## config.mk

```make
export PLATFORM = sky130hd
export DESIGN_NAME = sac_top
export DESIGN_NICKNAME = d
export VERILOG_FILES = /design/src/common/sac_pkg.sv /design/src/verilog/sac_sync.sv /design/src/verilog/sac_fifo.sv /design/src/verilog/sac_top.sv
export SDC_FILE = /design/constraint.sdc
export NUM_CORES = 1
export LEC_CHECK = 0
export ABC_AREA = 1
export BUFFER_PORTS_ARGS = -buffer_cell sky130_fd_sc_hd__buf_2
export CELL_PAD_IN_SITES_DETAIL_PLACEMENT = 1
export CELL_PAD_IN_SITES_GLOBAL_PLACEMENT = 2
export CORE_ASPECT_RATIO = 0.7
export CORE_MARGIN = 2
export CORE_UTILIZATION = 37
export CTS_BUF_LIST = sky130_fd_sc_hd__clkbuf_8
export DETAILED_ROUTE_END_ITERATION = 10
export MAX_ROUTING_LAYER = met4
export PLACE_DENSITY = 0.82
export SYNTH_ARGS = -nofsm -noshare
export SYNTH_HDL_FRONTEND = slang
export SYNTH_SLANG_ARGS = --single-unit
```

## constraint.sdc

```tcl
create_clock -name clk -period 3.8 [get_ports clk]
set_clock_uncertainty 0.2 [all_clocks]
set_input_delay 0.38 -clock clk [delete_from_list [all_inputs] [get_ports clk]]
set_output_delay 0.38 -clock clk [all_outputs]
set_load 0.03 [all_outputs]
```

## src/common/sac_pkg.sv

```systemverilog
// Shared constants and types for the simultaneous conversion readout block
// Function
// - Span select high picks the 20 V range, low picks 10 V, all channels.
// - Port type select low enables parallel readout, high enables serial readout.
// - In serial mode the read strobe is the shift clock; two lanes carry data.
// - Start A rising puts channels 1-4 in hold; start B does channels 5-8.
// - Busy rises after both start edges and stays high until all eight convert.
// - Busy falling latches results into output registers, readable after a delay.
// - Start edges are ignored while busy is high.
// - Parallel bus is driven only while chip select and read strobe are low.
// - Each 18-bit result takes two strobes: bits 17..2, then bits 1..0.
// - Serial chip select falling enables both lanes and presents the MSB.
// - Each shift clock rising edge puts the next bit on both lanes.
// - A reset pulse during a conversion aborts it.
// - A reset pulse during a readout clears all result registers to zero.
// - Marker floats while chip select high, driven from chip select falling.
// - Parallel marker high on strobe fall for channel 1, low after third fall.
// - Serial marker high at chip select fall, low on 18th shift clock fall.
// - Power-down request picks standby or shutdown by span select level.
// - First strobe maps result bits 17..2 onto bus pins 15..0.
// - Second strobe puts bits 1,0 on pins 15,14; other pins zero.
// - Three-bit oversample select, bit 2 most significant, picks the ratio.
package sac_pkg;
    // ------------------------------------------------------------
    // Sizes
    // ------------------------------------------------------------
    localparam int NUM_CH           = 8;
    localparam int RES_W            = 18;
    localparam int BUS_W            = 16;
    localparam int OS_W             = 3;
    localparam int FIFO_DEPTH       = 4;
    localparam int LANE_BITS        = 72;
    localparam int GROUP_CH         = 4;
    localparam int LOW_BITS         = 2;
    localparam logic [3:0] LAST_WORD      = 4'hF;
    localparam logic [3:0] MARKER_WORDS   = 4'h2;
    localparam logic [4:0] MARKER_FALLS   = 5'h12;
    localparam logic [6:0] LAST_BIT       = 7'h47;
    localparam logic [2:0] LAST_CH        = 3'h7;

    // ------------------------------------------------------------
    // Timing
    // ------------------------------------------------------------
    localparam int CLK_PERIOD_NS          = 8;
    localparam int POST_BUSY_READ_DELAY_NS = 15;
    localparam int POST_BUSY_READ_DELAY_CYC =
        (POST_BUSY_READ_DELAY_NS + CLK_PERIOD_NS - 1) / CLK_PERIOD_NS;
    localparam int SETTLE_W = 4;

    // ------------------------------------------------------------
    // Synchronised pin bundle
    // ------------------------------------------------------------
    localparam int SYNC_W   = 11;
    localparam int S_RST    = 0;
    localparam int S_STA    = 1;
    localparam int S_STB    = 2;
    localparam int S_CS_N   = 3;
    localparam int S_RD_N   = 4;
    localparam int S_PTS    = 5;
    localparam int S_SPAN   = 6;
    localparam int S_PDR_N  = 7;
    localparam int S_OS     = 8;
    // Read strobe and chip select idle high, so no false edge after reset
    localparam logic [SYNC_W-1:0] SYNC_RST = 11'h0D8;

    typedef enum logic [0:0] {
        SAC_IDLE    = 1'b0,
        SAC_CONVERT = 1'b1
    } sac_fsm_t;
endpackage : sac_pkg

```

## src/verilog/sac_sync.sv

```systemverilog
// Three-stage pin synchroniser with agreement filter
module sac_sync #(
    parameter int           W   = 1,
    parameter logic [W-1:0] RST = '0
) (
    input  wire logic         clk,
    input  wire logic         reset,
    input  wire logic [W-1:0] pin_in,
    output logic      [W-1:0] pin_val
);
    typedef struct packed {
        logic [W-1:0] s1;
        logic [W-1:0] s2;
        logic [W-1:0] s3;
        logic [W-1:0] val;
    } sac_sync_state_t;

    sac_sync_state_t q, d;

    always_comb begin
        d    = q;
        d.s1 = pin_in;
        d.s2 = q.s1;
        d.s3 = q.s2;
        // A change counts only once the second and third stages agree
        d.val = (~(q.s2 ^ q.s3) & q.s3) | ((q.s2 ^ q.s3) & q.val);
    end

    always_ff @(posedge clk) begin
        if (reset) begin
            q <= '{s1: RST, s2: RST, s3: RST, val: RST};
        end else begin
            q <= d;
        end
    end

    assign pin_val = q.val;
endmodule : sac_sync

```

## src/verilog/sac_fifo.sv

```systemverilog
// Result word FIFO between conversion core and result staging
module sac_fifo #(
    parameter int W = 18,
    parameter int D = 4
) (
    input  wire logic         clk,
    input  wire logic         reset,
    input  wire logic         clear,
    input  wire logic [W-1:0] in_data,
    input  wire logic         in_valid,
    output logic              in_ready,
    output logic      [W-1:0] out_data,
    output logic              out_valid,
    input  wire logic         out_ready
);
    localparam int AW = $clog2(D);
    localparam int CW = $clog2(D + 1);

    typedef struct packed {
        logic [D-1:0][W-1:0] mem;
        logic [AW-1:0]       wr;
        logic [AW-1:0]       rd;
        logic [CW-1:0]       cnt;
        logic                in_rdy;
    } sac_fifo_state_t;

    sac_fifo_state_t q, d;
    logic push;
    logic pop;

    always_comb begin
        d    = q;
        push = in_valid && q.in_rdy;
        pop  = out_ready && (q.cnt != '0);
        if (push) begin
            d.mem[q.wr] = in_data;
            d.wr        = (q.wr == AW'(D - 1)) ? '0 : q.wr + 1'b1;
        end
        if (pop) begin
            d.rd = (q.rd == AW'(D - 1)) ? '0 : q.rd + 1'b1;
        end
        d.cnt = q.cnt + CW'(push) - CW'(pop);
        if (clear) begin
            d.wr  = '0;
            d.rd  = '0;
            d.cnt = '0;
        end
        // Registered ready from the next count: full shows with no lag, never overrun
        d.in_rdy = (d.cnt != CW'(D));
    end

    always_ff @(posedge clk) begin
        if (reset) begin
            q <= '0;
        end else begin
            q <= d;
        end
    end

    assign in_ready  = q.in_rdy;
    assign out_valid = (q.cnt != '0);
    assign out_data  = q.mem[q.rd];
endmodule : sac_fifo

```

## src/verilog/sac_top.sv

```systemverilog
// Conversion control and parallel/serial result readout
module sac_top (
    input  wire logic                          clk,
    input  wire logic                          reset,
    input  wire logic                          host_reset_pin,
    input  wire logic                          sample_start_group_a,
    input  wire logic                          sample_start_group_b,
    input  wire logic                          chip_select_n,
    input  wire logic                          read_strobe_n,
    input  wire logic                          port_type_select,
    input  wire logic                          span_select,
    input  wire logic                          power_down_request_n,
    input  wire logic [sac_pkg::OS_W-1:0]      oversample_ratio_select,
    input  wire logic [sac_pkg::RES_W-1:0]     core_result_data,
    input  wire logic                          core_result_valid,
    output logic                               core_result_ready,
    output logic                               core_start,
    output logic                               busy,
    output logic                               hold_group_a,
    output logic                               hold_group_b,
    output logic                               results_readable,
    output logic [sac_pkg::BUS_W-1:0]          parallel_result_bus,
    output logic                               parallel_result_bus_oe_n,
    output logic                               serial_lane_a,
    output logic                               serial_lane_b,
    output logic                               serial_lane_oe_n,
    output logic                               first_channel_marker,
    output logic                               first_channel_marker_oe_n,
    output logic                               range_wide,
    output logic                               standby_mode,
    output logic                               shutdown_mode,
    output logic [sac_pkg::OS_W-1:0]           oversample_ratio
);
    import sac_pkg::*;

    // ------------------------------------------------------------
    // State
    // ------------------------------------------------------------
    typedef struct packed {
        sac_fsm_t                        fsm;
        logic [SYNC_W-1:0]               prev;
        logic                            seen_a;
        logic                            seen_b;
        logic [2:0]                      ch_cnt;
        logic [NUM_CH-1:0][RES_W-1:0]    stage;
        logic [NUM_CH-1:0][RES_W-1:0]    result;
        logic [SETTLE_W-1:0]             settle;
        logic                            readable;
        logic [3:0]                      word_idx;
        logic [6:0]                      bit_cnt;
        logic [4:0]                      fall_cnt;
        logic                            busy;
        logic                            hold_a;
        logic                            hold_b;
        logic                            start;
        logic [BUS_W-1:0]                bus;
        logic                            bus_oe_n;
        logic                            lane_a;
        logic                            lane_b;
        logic                            lane_oe_n;
        logic                            marker;
        logic                            marker_oe_n;
        logic                            range_wide;
        logic                            standby;
        logic                            shutdown;
        logic [OS_W-1:0]                 os;
    } sac_top_state_t;

    sac_top_state_t q, d;

    // ------------------------------------------------------------
    // Pin synchronisers
    // ------------------------------------------------------------
    logic [SYNC_W-1:0] pins;
    logic [SYNC_W-1:0] sv;

    assign pins = {oversample_ratio_select, power_down_request_n, span_select,
                   port_type_select, read_strobe_n, chip_select_n,
                   sample_start_group_b, sample_start_group_a, host_reset_pin};

    sac_sync #(
        .W   (SYNC_W),
        .RST (SYNC_RST)
    ) u_sync (
        .clk     (clk),
        .reset   (reset),
        .pin_in  (pins),
        .pin_val (sv)
    );

    // ------------------------------------------------------------
    // Result FIFO
    // ------------------------------------------------------------
    logic             fifo_clear;
    logic             fifo_out_ready;
    logic             fifo_out_valid;
    logic [RES_W-1:0] fifo_out_data;

    sac_fifo #(
        .W (RES_W),
        .D (FIFO_DEPTH)
    ) u_fifo (
        .clk       (clk),
        .reset     (reset),
        .clear     (fifo_clear),
        .in_data   (core_result_data),
        .in_valid  (core_result_valid),
        .in_ready  (core_result_ready),
        .out_data  (fifo_out_data),
        .out_valid (fifo_out_valid),
        .out_ready (fifo_out_ready)
    );

    // ------------------------------------------------------------
    // Edge detection and readout helpers
    // ------------------------------------------------------------
    logic                 rst_rise;
    logic                 sta_rise;
    logic                 stb_rise;
    logic                 cs_fall;
    logic                 cs_rise;
    logic                 rd_fall;
    logic                 rd_rise;
    logic                 cs_low;
    logic                 serial;
    logic [LANE_BITS-1:0] flat_a;
    logic [LANE_BITS-1:0] flat_b;
    logic [RES_W-1:0]     word_res;
    logic [BUS_W-1:0]     word_bus;

    assign rst_rise = sv[S_RST] && !q.prev[S_RST];
    assign sta_rise = sv[S_STA] && !q.prev[S_STA];
    assign stb_rise = sv[S_STB] && !q.prev[S_STB];
    assign cs_fall  = !sv[S_CS_N] && q.prev[S_CS_N];
    assign cs_rise  = sv[S_CS_N] && !q.prev[S_CS_N];
    assign rd_fall  = !sv[S_RD_N] && q.prev[S_RD_N];
    assign rd_rise  = sv[S_RD_N] && !q.prev[S_RD_N];
    assign cs_low   = !sv[S_CS_N];
    assign serial   = sv[S_PTS];

    // Lane A carries channels 1-4, lane B 5-8, channel order MSB first
    assign flat_a   = {q.result[0], q.result[1], q.result[2], q.result[3]};
    assign flat_b   = {q.result[4], q.result[5], q.result[6], q.result[7]};
    assign word_res = q.result[q.word_idx[3:1]];
    assign word_bus = q.word_idx[0]
                    ? {word_res[LOW_BITS-1:0], {(BUS_W-LOW_BITS){1'b0}}}
                    : word_res[RES_W-1:LOW_BITS];

    assign fifo_out_ready = (q.fsm == SAC_CONVERT);

    // ------------------------------------------------------------
    // Next state
    // ------------------------------------------------------------
    always_comb begin
        d          = q;
        d.prev     = sv;
        d.start    = 1'b0;
        fifo_clear = 1'b0;

        // Mode pins follow at once; the host keeps span stable mid-conversion
        d.range_wide = sv[S_SPAN];
        d.standby    = !sv[S_PDR_N] && sv[S_SPAN];
        d.shutdown   = !sv[S_PDR_N] && !sv[S_SPAN];
        d.os         = sv[S_OS +: OS_W];

        // --------------------------------------------------------
        // Start handling
        // --------------------------------------------------------
        // Edges while busy are dropped, not remembered
        if (!q.busy) begin
            if (sta_rise) begin
                d.seen_a = 1'b1;
                d.hold_a = 1'b1;
            end
            if (stb_rise) begin
                d.seen_b = 1'b1;
                d.hold_b = 1'b1;
            end
            // Split starts rely on the host keeping oversampling off
            if (d.seen_a && d.seen_b) begin
                d.busy   = 1'b1;
                d.start  = 1'b1;
                d.fsm    = SAC_CONVERT;
                d.ch_cnt = '0;
                d.seen_a = 1'b0;
                d.seen_b = 1'b0;
            end
        end

        // --------------------------------------------------------
        // Conversion results
        // --------------------------------------------------------
        if (q.fsm == SAC_CONVERT && fifo_out_valid) begin
            d.stage[q.ch_cnt] = fifo_out_data;
            d.ch_cnt          = q.ch_cnt + 1'b1;
            if (q.ch_cnt == LAST_CH) begin
                // A read still open here sees the new data mid-transfer
                d.result   = d.stage;
                d.busy     = 1'b0;
                d.hold_a   = 1'b0;
                d.hold_b   = 1'b0;
                d.fsm      = SAC_IDLE;
                d.word_idx = '0;
                d.settle   = SETTLE_W'(POST_BUSY_READ_DELAY_CYC);
                d.readable = 1'b0;
            end
        end

        // Results count as readable only after the post-busy delay
        if (q.settle != '0) begin
            d.settle = q.settle - 1'b1;
            if (q.settle == SETTLE_W'(1)) begin
                d.readable = 1'b1;
            end
        end

        // --------------------------------------------------------
        // Readout framing
        // --------------------------------------------------------
        if (cs_fall) begin
            d.marker_oe_n = 1'b0;
            d.marker      = serial;
            d.bit_cnt     = '0;
            d.fall_cnt    = '0;
            if (serial) begin
                d.lane_a = flat_a[LANE_BITS-1];
                d.lane_b = flat_b[LANE_BITS-1];
            end
        end
        if (cs_rise) begin
            d.marker_oe_n = 1'b1;
            d.marker      = 1'b0;
        end

        // Parallel: two strobes per channel, pointer moves on strobe release
        if (!serial && cs_low) begin
            if (rd_fall) begin
                d.bus    = word_bus;
                d.marker = (q.word_idx < MARKER_WORDS);
            end
            if (rd_rise) begin
                d.word_idx = (q.word_idx == LAST_WORD) ? '0 : q.word_idx + 1'b1;
            end
        end
        d.bus_oe_n = !(!serial && cs_low && !sv[S_RD_N]);

        // Serial: strobe pin is the shift clock, lanes drive serial_lane_a and serial_lane_b
        if (serial && cs_low && !cs_fall) begin
            if (rd_rise && q.bit_cnt != LAST_BIT) begin
                d.bit_cnt = q.bit_cnt + 1'b1;
                d.lane_a  = flat_a[LAST_BIT - q.bit_cnt - 1'b1];
                d.lane_b  = flat_b[LAST_BIT - q.bit_cnt - 1'b1];
            end
            if (rd_fall && q.fall_cnt != MARKER_FALLS) begin
                d.fall_cnt = q.fall_cnt + 1'b1;
                if (d.fall_cnt == MARKER_FALLS) begin
                    d.marker = 1'b0;
                end
            end
        end
        d.lane_oe_n = !(serial && cs_low);

        // --------------------------------------------------------
        // Host reset pulse, acts on its rising edge
        // --------------------------------------------------------
        if (rst_rise) begin
            d.fsm      = SAC_IDLE;
            d.busy     = 1'b0;
            d.start    = 1'b0;
            d.hold_a   = 1'b0;
            d.hold_b   = 1'b0;
            d.seen_a   = 1'b0;
            d.seen_b   = 1'b0;
            d.ch_cnt   = '0;
            d.settle   = '0;
            d.word_idx = '0;
            fifo_clear = 1'b1;
            if (cs_low) begin
                d.result = '0;
                d.bus    = '0;
                d.lane_a = 1'b0;
                d.lane_b = 1'b0;
            end
        end
    end

    // ------------------------------------------------------------
    // State register
    // ------------------------------------------------------------
    always_ff @(posedge clk) begin
        if (reset) begin
            q             <= '0;
            q.prev        <= SYNC_RST;
            q.bus_oe_n    <= 1'b1;
            q.lane_oe_n   <= 1'b1;
            q.marker_oe_n <= 1'b1;
        end else begin
            q <= d;
        end
    end

    // ------------------------------------------------------------
    // Outputs
    // ------------------------------------------------------------
    assign core_start                = q.start;
    assign busy                      = q.busy;
    assign hold_group_a              = q.hold_a;
    assign hold_group_b              = q.hold_b;
    assign results_readable          = q.readable;
    assign parallel_result_bus       = q.bus;
    assign parallel_result_bus_oe_n  = q.bus_oe_n;
    assign serial_lane_a             = q.lane_a;
    assign serial_lane_b             = q.lane_b;
    assign serial_lane_oe_n          = q.lane_oe_n;
    assign first_channel_marker      = q.marker;
    assign first_channel_marker_oe_n = q.marker_oe_n;
    assign range_wide                = q.range_wide;
    assign standby_mode              = q.standby;
    assign shutdown_mode             = q.shutdown;
    assign oversample_ratio          = q.os;
endmodule : sac_top

```

# ---- Word level (Yosys, flattened, before mapping)
# Cells that the tools add are included.
dict set report totals {
  reg_bits 476
  in_bits 32
  output_inout_bits 34
}
dict set report op_classes {
  addsub 11
  n_lt_le_gt_ge 8
  eq_ne 10
  mux 65
  bitwise 5
  reduce_logical 44
}
# cell n
set op_table {}
lappend op_table {{$mux W300} 1}
lappend op_table {{$mux W153} 1}
lappend op_table {{$mux W148} 1}
lappend op_table {{$bwmux W144} 1}
lappend op_table {{$mux W144} 1}
lappend op_table {{$mux W16} 5}
lappend op_table {{$bwmux W72} 1}
lappend op_table {{$mux W18} 4}
lappend op_table {{$bmux W18 S3} 1}
lappend op_table {{$demux W18 S3} 1}
lappend op_table {{$bmux W18 S2} 1}
lappend op_table {{$demux W18 S2} 1}
lappend op_table {{$mux W12} 2}
lappend op_table {{$and A11 B11 Y11} 2}
lappend op_table {{$logic_and A1 B1 Y1} 20}
lappend op_table {{$mux W1} 20}
lappend op_table {{$mux W2} 10}
lappend op_table {{$mux W4} 4}
lappend op_table {{$mux W5} 3}
lappend op_table {{$bmux W1 S7} 2}
lappend op_table {{$logic_not A1 Y1} 13}
lappend op_table {{$mux W3} 4}
lappend op_table {{$not A11 Y11} 1}
lappend op_table {{$or A11 B11 Y11} 1}
lappend op_table {{33 further kinds} 42}

# ---- Longest topological paths before layout
# Gate-level depths: netlist of the first run.
dict set report logic_depth {
  depth_word 11
  depth_mapped 13
  mapped_depth_nobuf 12
}

# ---- Cells and area by module
# Synthesis of the first run repeated with hierarchy kept, for this count alone.
dict set report hier_totals {
  hier_cells 3292
  area_unflattened_um2 22701.8
}
# mod n_inst cells_each area_per_inst_um2
set by_module_without_submodules {}
lappend by_module_without_submodules {sac_top 1 2643 17543.1}
lappend by_module_without_submodules {sac_fifo 1 482 3702.3}
lappend by_module_without_submodules {sac_sync 1 167 1456.4}

# ---- Least setup slack after synthesis of the first run
# OpenSTA, ideal clock, no wires.
dict set report synth_timing {
  path_type {reg-to-reg}
  startpoint {reg u_fifo.q[2] (netlist name)}
  endpoint {reg u_fifo.q, in the netlist u_fifo.in_ready}
  arrival_ps 2396
  required_ps 3477
  slack_ps 1081
  stages_incl_launch_ff 13
  n_path_buf 2
  path_cell_list {dfxtp_1 > inv_2 > nand2_2 > o21ai_4 > buf_6 > inv_2 > buf_2 > ha_1 > inv_1 > ha_1 > fa_1 > o41ai_1 > inv_1}
}
dict set report synth_via {
  elab_chain_cells 5
}
# item line
set synth_rtl {}
lappend synth_rtl {{start, declared} sac_fifo.sv:27} ;# sac_fifo_state_t q, d;
lappend synth_rtl {{start signal, assigned} sac_fifo.sv:54} ;# q <= '0;
lappend synth_rtl {{start signal, assigned} sac_fifo.sv:56} ;# q <= d;
lappend synth_rtl {{$reduce_bool A3 Y1} sac_fifo.sv:34} ;# pop = out_ready && (q.cnt != '0);
lappend synth_rtl {{$logic_and A1 B1 Y1} sac_fifo.sv:34}
lappend synth_rtl {{named net u_fifo.pop} sac_fifo.sv:29} ;# logic pop;
lappend synth_rtl {{$sub A3 B1 Y3} sac_fifo.sv:42} ;# d.cnt = q.cnt + CW'(push) - CW'(pop);
lappend synth_rtl {{$mux W3} sac_fifo.sv:43} ;# if (clear) begin
lappend synth_rtl {{$ne A3 B3 Y1} sac_fifo.sv:49} ;# d.in_rdy = (d.cnt != CW'(D));
# The timed path passes the listed nets, and every way through them passes these cells.
# A chain may end at the register's enable or synchronous reset.

# ---- Worst setup path in the final report of the first run
dict set report layout_timing {
  startpoint {reg u_fifo.q[2] (netlist name)}
  endpoint {reg q[209] (netlist name)}
}
dict set report layout_via {
  elab_chain_cells 2
}
# item line
set layout_rtl {}
lappend layout_rtl {{$reduce_bool A3 Y1} sac_fifo.sv:61} ;# assign out_valid = (q.cnt != '0);
lappend layout_rtl {{$logic_and A1 B1 Y1} sac_top.sv:193} ;# if (q.fsm == SAC_CONVERT && fifo_out_valid) begin
lappend layout_rtl {{end, declared} sac_top.sv:69} ;# sac_top_state_t q, d;
# No other way between the ends.

==> summary.txt, run 1 <==
Run status -> completed
Area Growth Syn to Fin -> 10.4%
Warnings from Yosys -> 0
Critical path arrival -> 3.42 ns
Post-synth EDFFs -> 0
Mapped Cells -> 3,300
Worst-margin pin slew -> 1.06 ns
Post-Syn Nets -> 3,350
Num CTS Buffers -> 79
CP max FO -> 84
Commonest cells after routing, fill and taps aside -> 513 x inv_1, 472 x dfxtp_1, 449 x nand2_1
Maximum root-to-sink buffer count -> 3
Synthesized flop and latch total -> 476
Reg2reg setup slack -> 0.81 ns
Final Hold Vio Count -> 0
Pwr Density -> 406 mW/mm2
Asr flop ratio synth -> 0
Crit Path Category -> register to register
Area leader, netlist -> dfxtp_1
Synthesized cell area -> 0.0226 mm2
Post-route ant nets -> 0
Die ar. -> 0.0632 mm2
Total global routing track utilization -> 0.272
# rows -> 75
GR Util met3 -> 0.0619
Vias in the first global route -> 22,100
Setup TNS -> 0 ns
Initial detailed-routing violation count -> 1,445
Mean Syn Cell Area -> 6.86 um2
Synth unique cells -> 44
Hold EP -> u_sync.d[14]
Die height -> 211 um
Hold Path Depth -> 1
Worst endpoint required time -> 4.23 ns
Final setup vio count -> 0
Routability cong. -> 0.905
Hold Path Class -> register to register
Worst Hold Launch -> u_sync.d[25]
Slew HR -> 0.294
Fmax -> 334 MHz
Reg2Reg Depth -> 7
Initial antenna violation count -> 0
Layout cell share with drive strength beyond 1 -> 0.0775
Total power -> 10.2 mW
R2R Path Start -> u_fifo.q[2]
Main synth FF type -> dfxtp_1
I/O Pins -> 66
Congestion Overflow GR -> 0
R2r endpoint -> q[209]
Root buf cell -> clkbuf_8
DR pass1 iterations -> 5
Post-synth top area share -> 0.421
Busiest metal layer after global routing -> met2
Port bufs -> 65
Routed wire length -> 83,700 um
Leak pwr -> 11.5 nW
Sequential share of the synthesized area -> 0.421
Clock Sinks -> 476
Dpl hpwl -> 53,100 um
# diodes -> 0
Die W -> 300 um
Grt met2 use -> 0.418
GR Util met1 -> 0.367
DRC -> 0
# H-tree levels -> 3
First-pass GRT wire length -> 129,000 um
Worst setup EP type -> register
CP startpoint kind -> register
Total of max-cap violations -> 0
Maximum VDD drop -> 0.000236 V
Hold WS -> 0.186 ns
Starting Density -> 0.376
Routed vias -> 21,900
Slew Viols, Final -> 0
Layout Utilization -> 0.415
CTS tree -> built
Clk Latency, worst-skew pair -> 0.70 ns
Min cycle time layout -> 2.99 ns
Final nets -> 3,333
Worst-path clk slew -> 0.06 ns
Via/cell ratio -> 5.29
Largest net degree at the start of global routing -> 85
Core Box Area -> 0.0602 mm2
RSZ-0062 raised after global routing -> no
Largest cells by area after synthesis -> dfxtp_1 42%, o21ai_0 8.7%, inv_1 8.0%
Commonest non-fill, non-tap cell in the layout -> inv_1
WL/cell -> 20.2 um
PnR worst setup slack -> 0.809 ns
Period utilisation layout -> 0.787
DP Worst Slack -> 0.793 ns
-- logic make-up after synthesis --
group	synth area share
AO/OA/AOI/OAI	0.243
XOR/XNOR	0.00232
adder cells (fa/ha/maj)	0.0103
buffers and inverters	0.137
flip-flops	0.421
multiplexers	0.000442
AND/OR/NAND/NOR	0.186
-- area by class of cell --
cell class	count	area, um2
well taps	808	1010
multi-input cells	2084	9990
repair buffers	143	1030
clock buffers	96	1320
clock inverters	46	213
fillers	7693	35200
flip-flops and latches	476	9540
inverters	499	1880
-- sequential cells by signal, indices dropped and copies added, names as in the netlist, 3 cells and up, named ones only --
name                 cells
flat_a                  72
flat_b                  72
oversample_ratio         3
parallel_result_bus     16
q                      174
u_fifo.q                79
u_sync.d                22
u_sync.q                11
-- timing repair --
| item | in CTS | in global routing |
|---|---|---|
| resized for setup | 0 | 0 |
| setup buffers | 0 | 0 |
| hold buffers | 31 | 0 |
| hold endpoints to repair | 88 | 0 |
-- critical path, stage by stage (launching register included) --
cell and delay (ns):
dfxtp_1 0.32, inv_2 0.07, nand2_2 0.07, o21ai_4 0.24
buf_4 0.72, buf_4 0.85, o21ai_0 0.24, inv_1 0.09
-- metrics by stage --
stage	instance area (um2)	cells
2_1_floorplan	22600	3300
3_3_place_gp	23100	3979
3_5_place_dp	23100	3979
4_1_cts	25000	4152
5_1_grt	25000	4152
6_report	25000	4152
-- per-layer routing --
metal	up-vias	share of wire
met5	-	0
met4	0	0.016
met3	79	0.063
met2	453	0.44
met1	10800	0.48
li1	10600	-
-- report_power, final --
group	internal, mW	leakage (nW)	switching (mW)
registers	5.06	3.85	0.0435
logic	0.138	6.69	0.373
clock network	2.30	0.918	2.24
-- how the worst max path moves through the flow --
stage,startpoint,endpoint,slack [ns],cells past startpoint
2_1_floorplan,u_fifo.q[2],u_fifo.in_ready,1.08,12
3_3_place_gp,u_fifo.q[2],q[335],0.90,7
3_5_place_dp,u_fifo.q[2],u_fifo.q[5],0.79,7
4_1_cts,u_fifo.q[2],u_fifo.q[5],0.76,7
5_1_grt,u_fifo.q[2],q[284],0.59,7
6_report,u_fifo.q[2],q[209],0.81,7
-- cells in the mapped netlist, drive strengths merged, types with 17 or more instances --
| cell | number |
|---|---|
| nor2 | 382 |
| a21oi | 282 |
| o21a | 70 |
| o21ai | 602 |
| dfxtp | 476 |
| inv | 495 |
| nand2 | 451 |
| clkbuf | 139 |
| buf | 102 |
| o211ai | 42 |
| nand3 | 183 |
| ha | 17 |
Power figures use the tool's default switching activity.
==> inputs of run 2 (changes only) <==
--- a/config.mk
+++ b/config.mk
@@ -11,11 +11,11 @@
 export CELL_PAD_IN_SITES_GLOBAL_PLACEMENT = 2
 export CORE_ASPECT_RATIO = 0.7
 export CORE_MARGIN = 2
-export CORE_UTILIZATION = 37
+export CORE_UTILIZATION = 33
 export CTS_BUF_LIST = sky130_fd_sc_hd__clkbuf_8
 export DETAILED_ROUTE_END_ITERATION = 10
 export MAX_ROUTING_LAYER = met4
-export PLACE_DENSITY = 0.82
+export PLACE_DENSITY = 0.77
 export SYNTH_ARGS = -nofsm -noshare
 export SYNTH_HDL_FRONTEND = slang
 export SYNTH_SLANG_ARGS = --single-unit
==> constraint.sdc (replaced) <==
create_clock -name clk -period 2.45 [get_ports clk]
set_clock_uncertainty 0.2 [all_clocks]
set_input_delay 0.245 -clock clk [delete_from_list [all_inputs] [get_ports clk]]
set_output_delay 0.245 -clock clk [all_outputs]
set_load 0.03 [all_outputs]
==> run 2 against run 1 <==
Compared with the run above:
- first-iteration DRC count grew 13%
- register-to-register slack lost 0.71 ns
- sequential share of layout area shrank 1.3 points
- design area increased by 3.5%
- critical path depth is 3 higher
- highest routed layer unchanged
==> summary.txt, run 2 (synthesis gave the netlist of run 1 again) <==
Dpl hpwl -> 56,000 um
Pwr Density -> 631 mW/mm2
Core Box Area -> 0.0680 mm2
Vias in the first global route -> 22,500
Num CTS Buffers -> 84
Seq pwr share -> 0.486
Max reg flops -> 174
DRC -> 0
Period utilisation layout -> 0.960
Net Sw Frac -> 0.257
DR pass1 iterations -> 5
Top reg by flops -> q
Crit Path Category -> register to register
Initial antenna violation count -> 5
Area Growth Syn to Fin -> 14.3%
Fill count -> 8,575
Design area -> 0.0259 mm2
Fmax -> 425 MHz
Placed cell area -> 0.0237 mm2
Commonest cells after routing, fill and taps aside -> 512 x inv_1, 471 x dfxtp_1, 448 x nand2_1
Internal cell power -> 12.1 mW
Port bufs -> 65
CP startpoint kind -> register
Maximum root-to-sink buffer count -> 3
WL/cell -> 20.2 um
Die ar. -> 0.0707 mm2
# H-tree levels -> 3
RSZ-0062 raised after global routing -> no
Total power -> 16.3 mW
Initial detailed-routing violation count -> 1,631
Slew Viols, Final -> 0
Routed vias -> 22,400
Die W -> 317 um
# rows -> 80
Net Sw Power -> 4.19 mW
Root buf cell -> clkbuf_8
Final setup vio count -> 0
Min cycle time layout -> 2.35 ns
Worst-margin pin slew -> 0.909 ns
Total global routing track utilization -> 0.251
Largest net degree at the start of global routing -> 151
Via/cell ratio -> 5.22
Comb power frac -> 0.051
Worst-path clk slew -> 0.06 ns
Worst endpoint required time -> 2.83 ns
Commonest non-fill, non-tap cell in the layout -> inv_1
Clk Latency, worst-skew pair -> 0.71 ns
Final nets -> 3,374
Routability cong. -> 0.890
CTS tree -> built
Total of max-cap violations -> 0
Final Hold Vio Count -> 0
Routed wire length -> 86,500 um
Maximum VDD drop -> 0.000273 V
Critical path arrival -> 2.73 ns
Clock share of power -> 0.464
Run status -> completed
Hold Path Class -> primary input to register
Layout cell share with drive strength beyond 1 -> 0.0883
CP max FO -> 2
Leak pwr -> 11.8 nW
Worst setup EP type -> register
Congestion Overflow GR -> 0
Biggest regs -> q (174), u_fifo.q (79)
Footprint of the multi-input gates -> 0.0100 mm2
Die height -> 223 um
Starting Density -> 0.333
Sequential cell area -> 0.00954 mm2
Slew HR -> 0.394
Post-route ant nets -> 0
First-pass GRT wire length -> 133,000 um
I/O Pins -> 66
Clock Sinks -> 476
run 2: changes by cell type in the layout (fill, tap and decap cells not counted), moves of 3 or more:
cell | before | now
buf_12 | 3 | 22
buf_4 | 44 | 48
clkbuf_8 | 97 | 105
clkinvlp_4 | 1 | 5
dlygate4sd3_1 | 31 | 41
inv_6 | 5 | 2
run 2: metrics by stage:
step | TNS (ns) | hold WS (ns) | setup slack, ns | cells | utilization
2_1_floorplan | -0.201 | 0.149 | -0.201 | 3300 | -
3_3_place_gp | 0 | 0.194 | 0.0674 | 4098 | 0.349
3_5_place_dp | 0 | 0.198 | 0.0485 | 4098 | 0.349
4_1_cts | 0 | 0.0358 | 0.0414 | 4289 | 0.380
5_1_grt | 0 | 0.113 | 0.0000224 | 4292 | 0.381
6_report | 0 | 0.0980 | 0.0977 | 4292 | 0.381
run 2: final timing paths:
| path | endpoint | cells after the start | slack (ns) | from |
|---|---|---|---|---|
| worst max-delay path | u_fifo.in_ready | 10 | 0.1 | u_fifo.q[2] |
| worst min-delay path | u_sync.d[23] | 4 | 0.1 | sample_start_group_a |
| worst max register to register | u_fifo.in_ready | 10 | 0.1 | u_fifo.q[2] |
| worst min register to register | u_sync.d[21] | 2 | 0.20 | u_sync.d[32] |
run 2: area by class of cell:
class | count | area share
inverter | 499 | 0.0727
tap | 902 | 0.0436
timing repair buffer | 179 | 0.0622
multi-input combinational | 2084 | 0.387
antenna | 2 | 0.000193
clock inverter | 46 | 0.00987
sequential | 476 | 0.369
clock buffer | 104 | 0.0553
run 2: per-layer routing:
metal | GRT usage | vias to the layer above | routed length (um)
met5 | - | - | 0
met4 | 0.0618 | 0 | 1710
met3 | 0.0413 | 128 | 5660
met2 | 0.363 | 573 | 36400
met1 | 0.361 | 11000 | 42800
li1 | - | 10700 | -
run 2: repair_timing:
action                                  in CTS  in global routing
resized for setup                            0                  5
setup buffers                                0                  0
hold buffers                                41                  0
hold endpoints to repair                   111                  0
endpoints found under the setup margin       0                 11
run 2: power by group through the flow:
stage	Clock, mW	Sequential, mW	Combinational (mW)
3_3_place_gp	0	8.08	0.743
6_report	7.56	7.92	0.830
5_1_grt	8.19	7.93	0.920
4_1_cts	7.80	7.92	0.832
2_1_floorplan	0	8.09	0.447
3_5_place_dp	0	8.09	0.778
run 2: critical path, stage by stage, from the launching register on:
cell     delay [ns]
dfxtp_2        0.34
inv_2          0.08
nand2_2        0.09
o21ai_4        0.18
inv_4          0.05
ha_4           0.26
inv_2          0.04
ha_4           0.15
fa_1           0.46
o41ai_2        0.33
inv_1          0.07
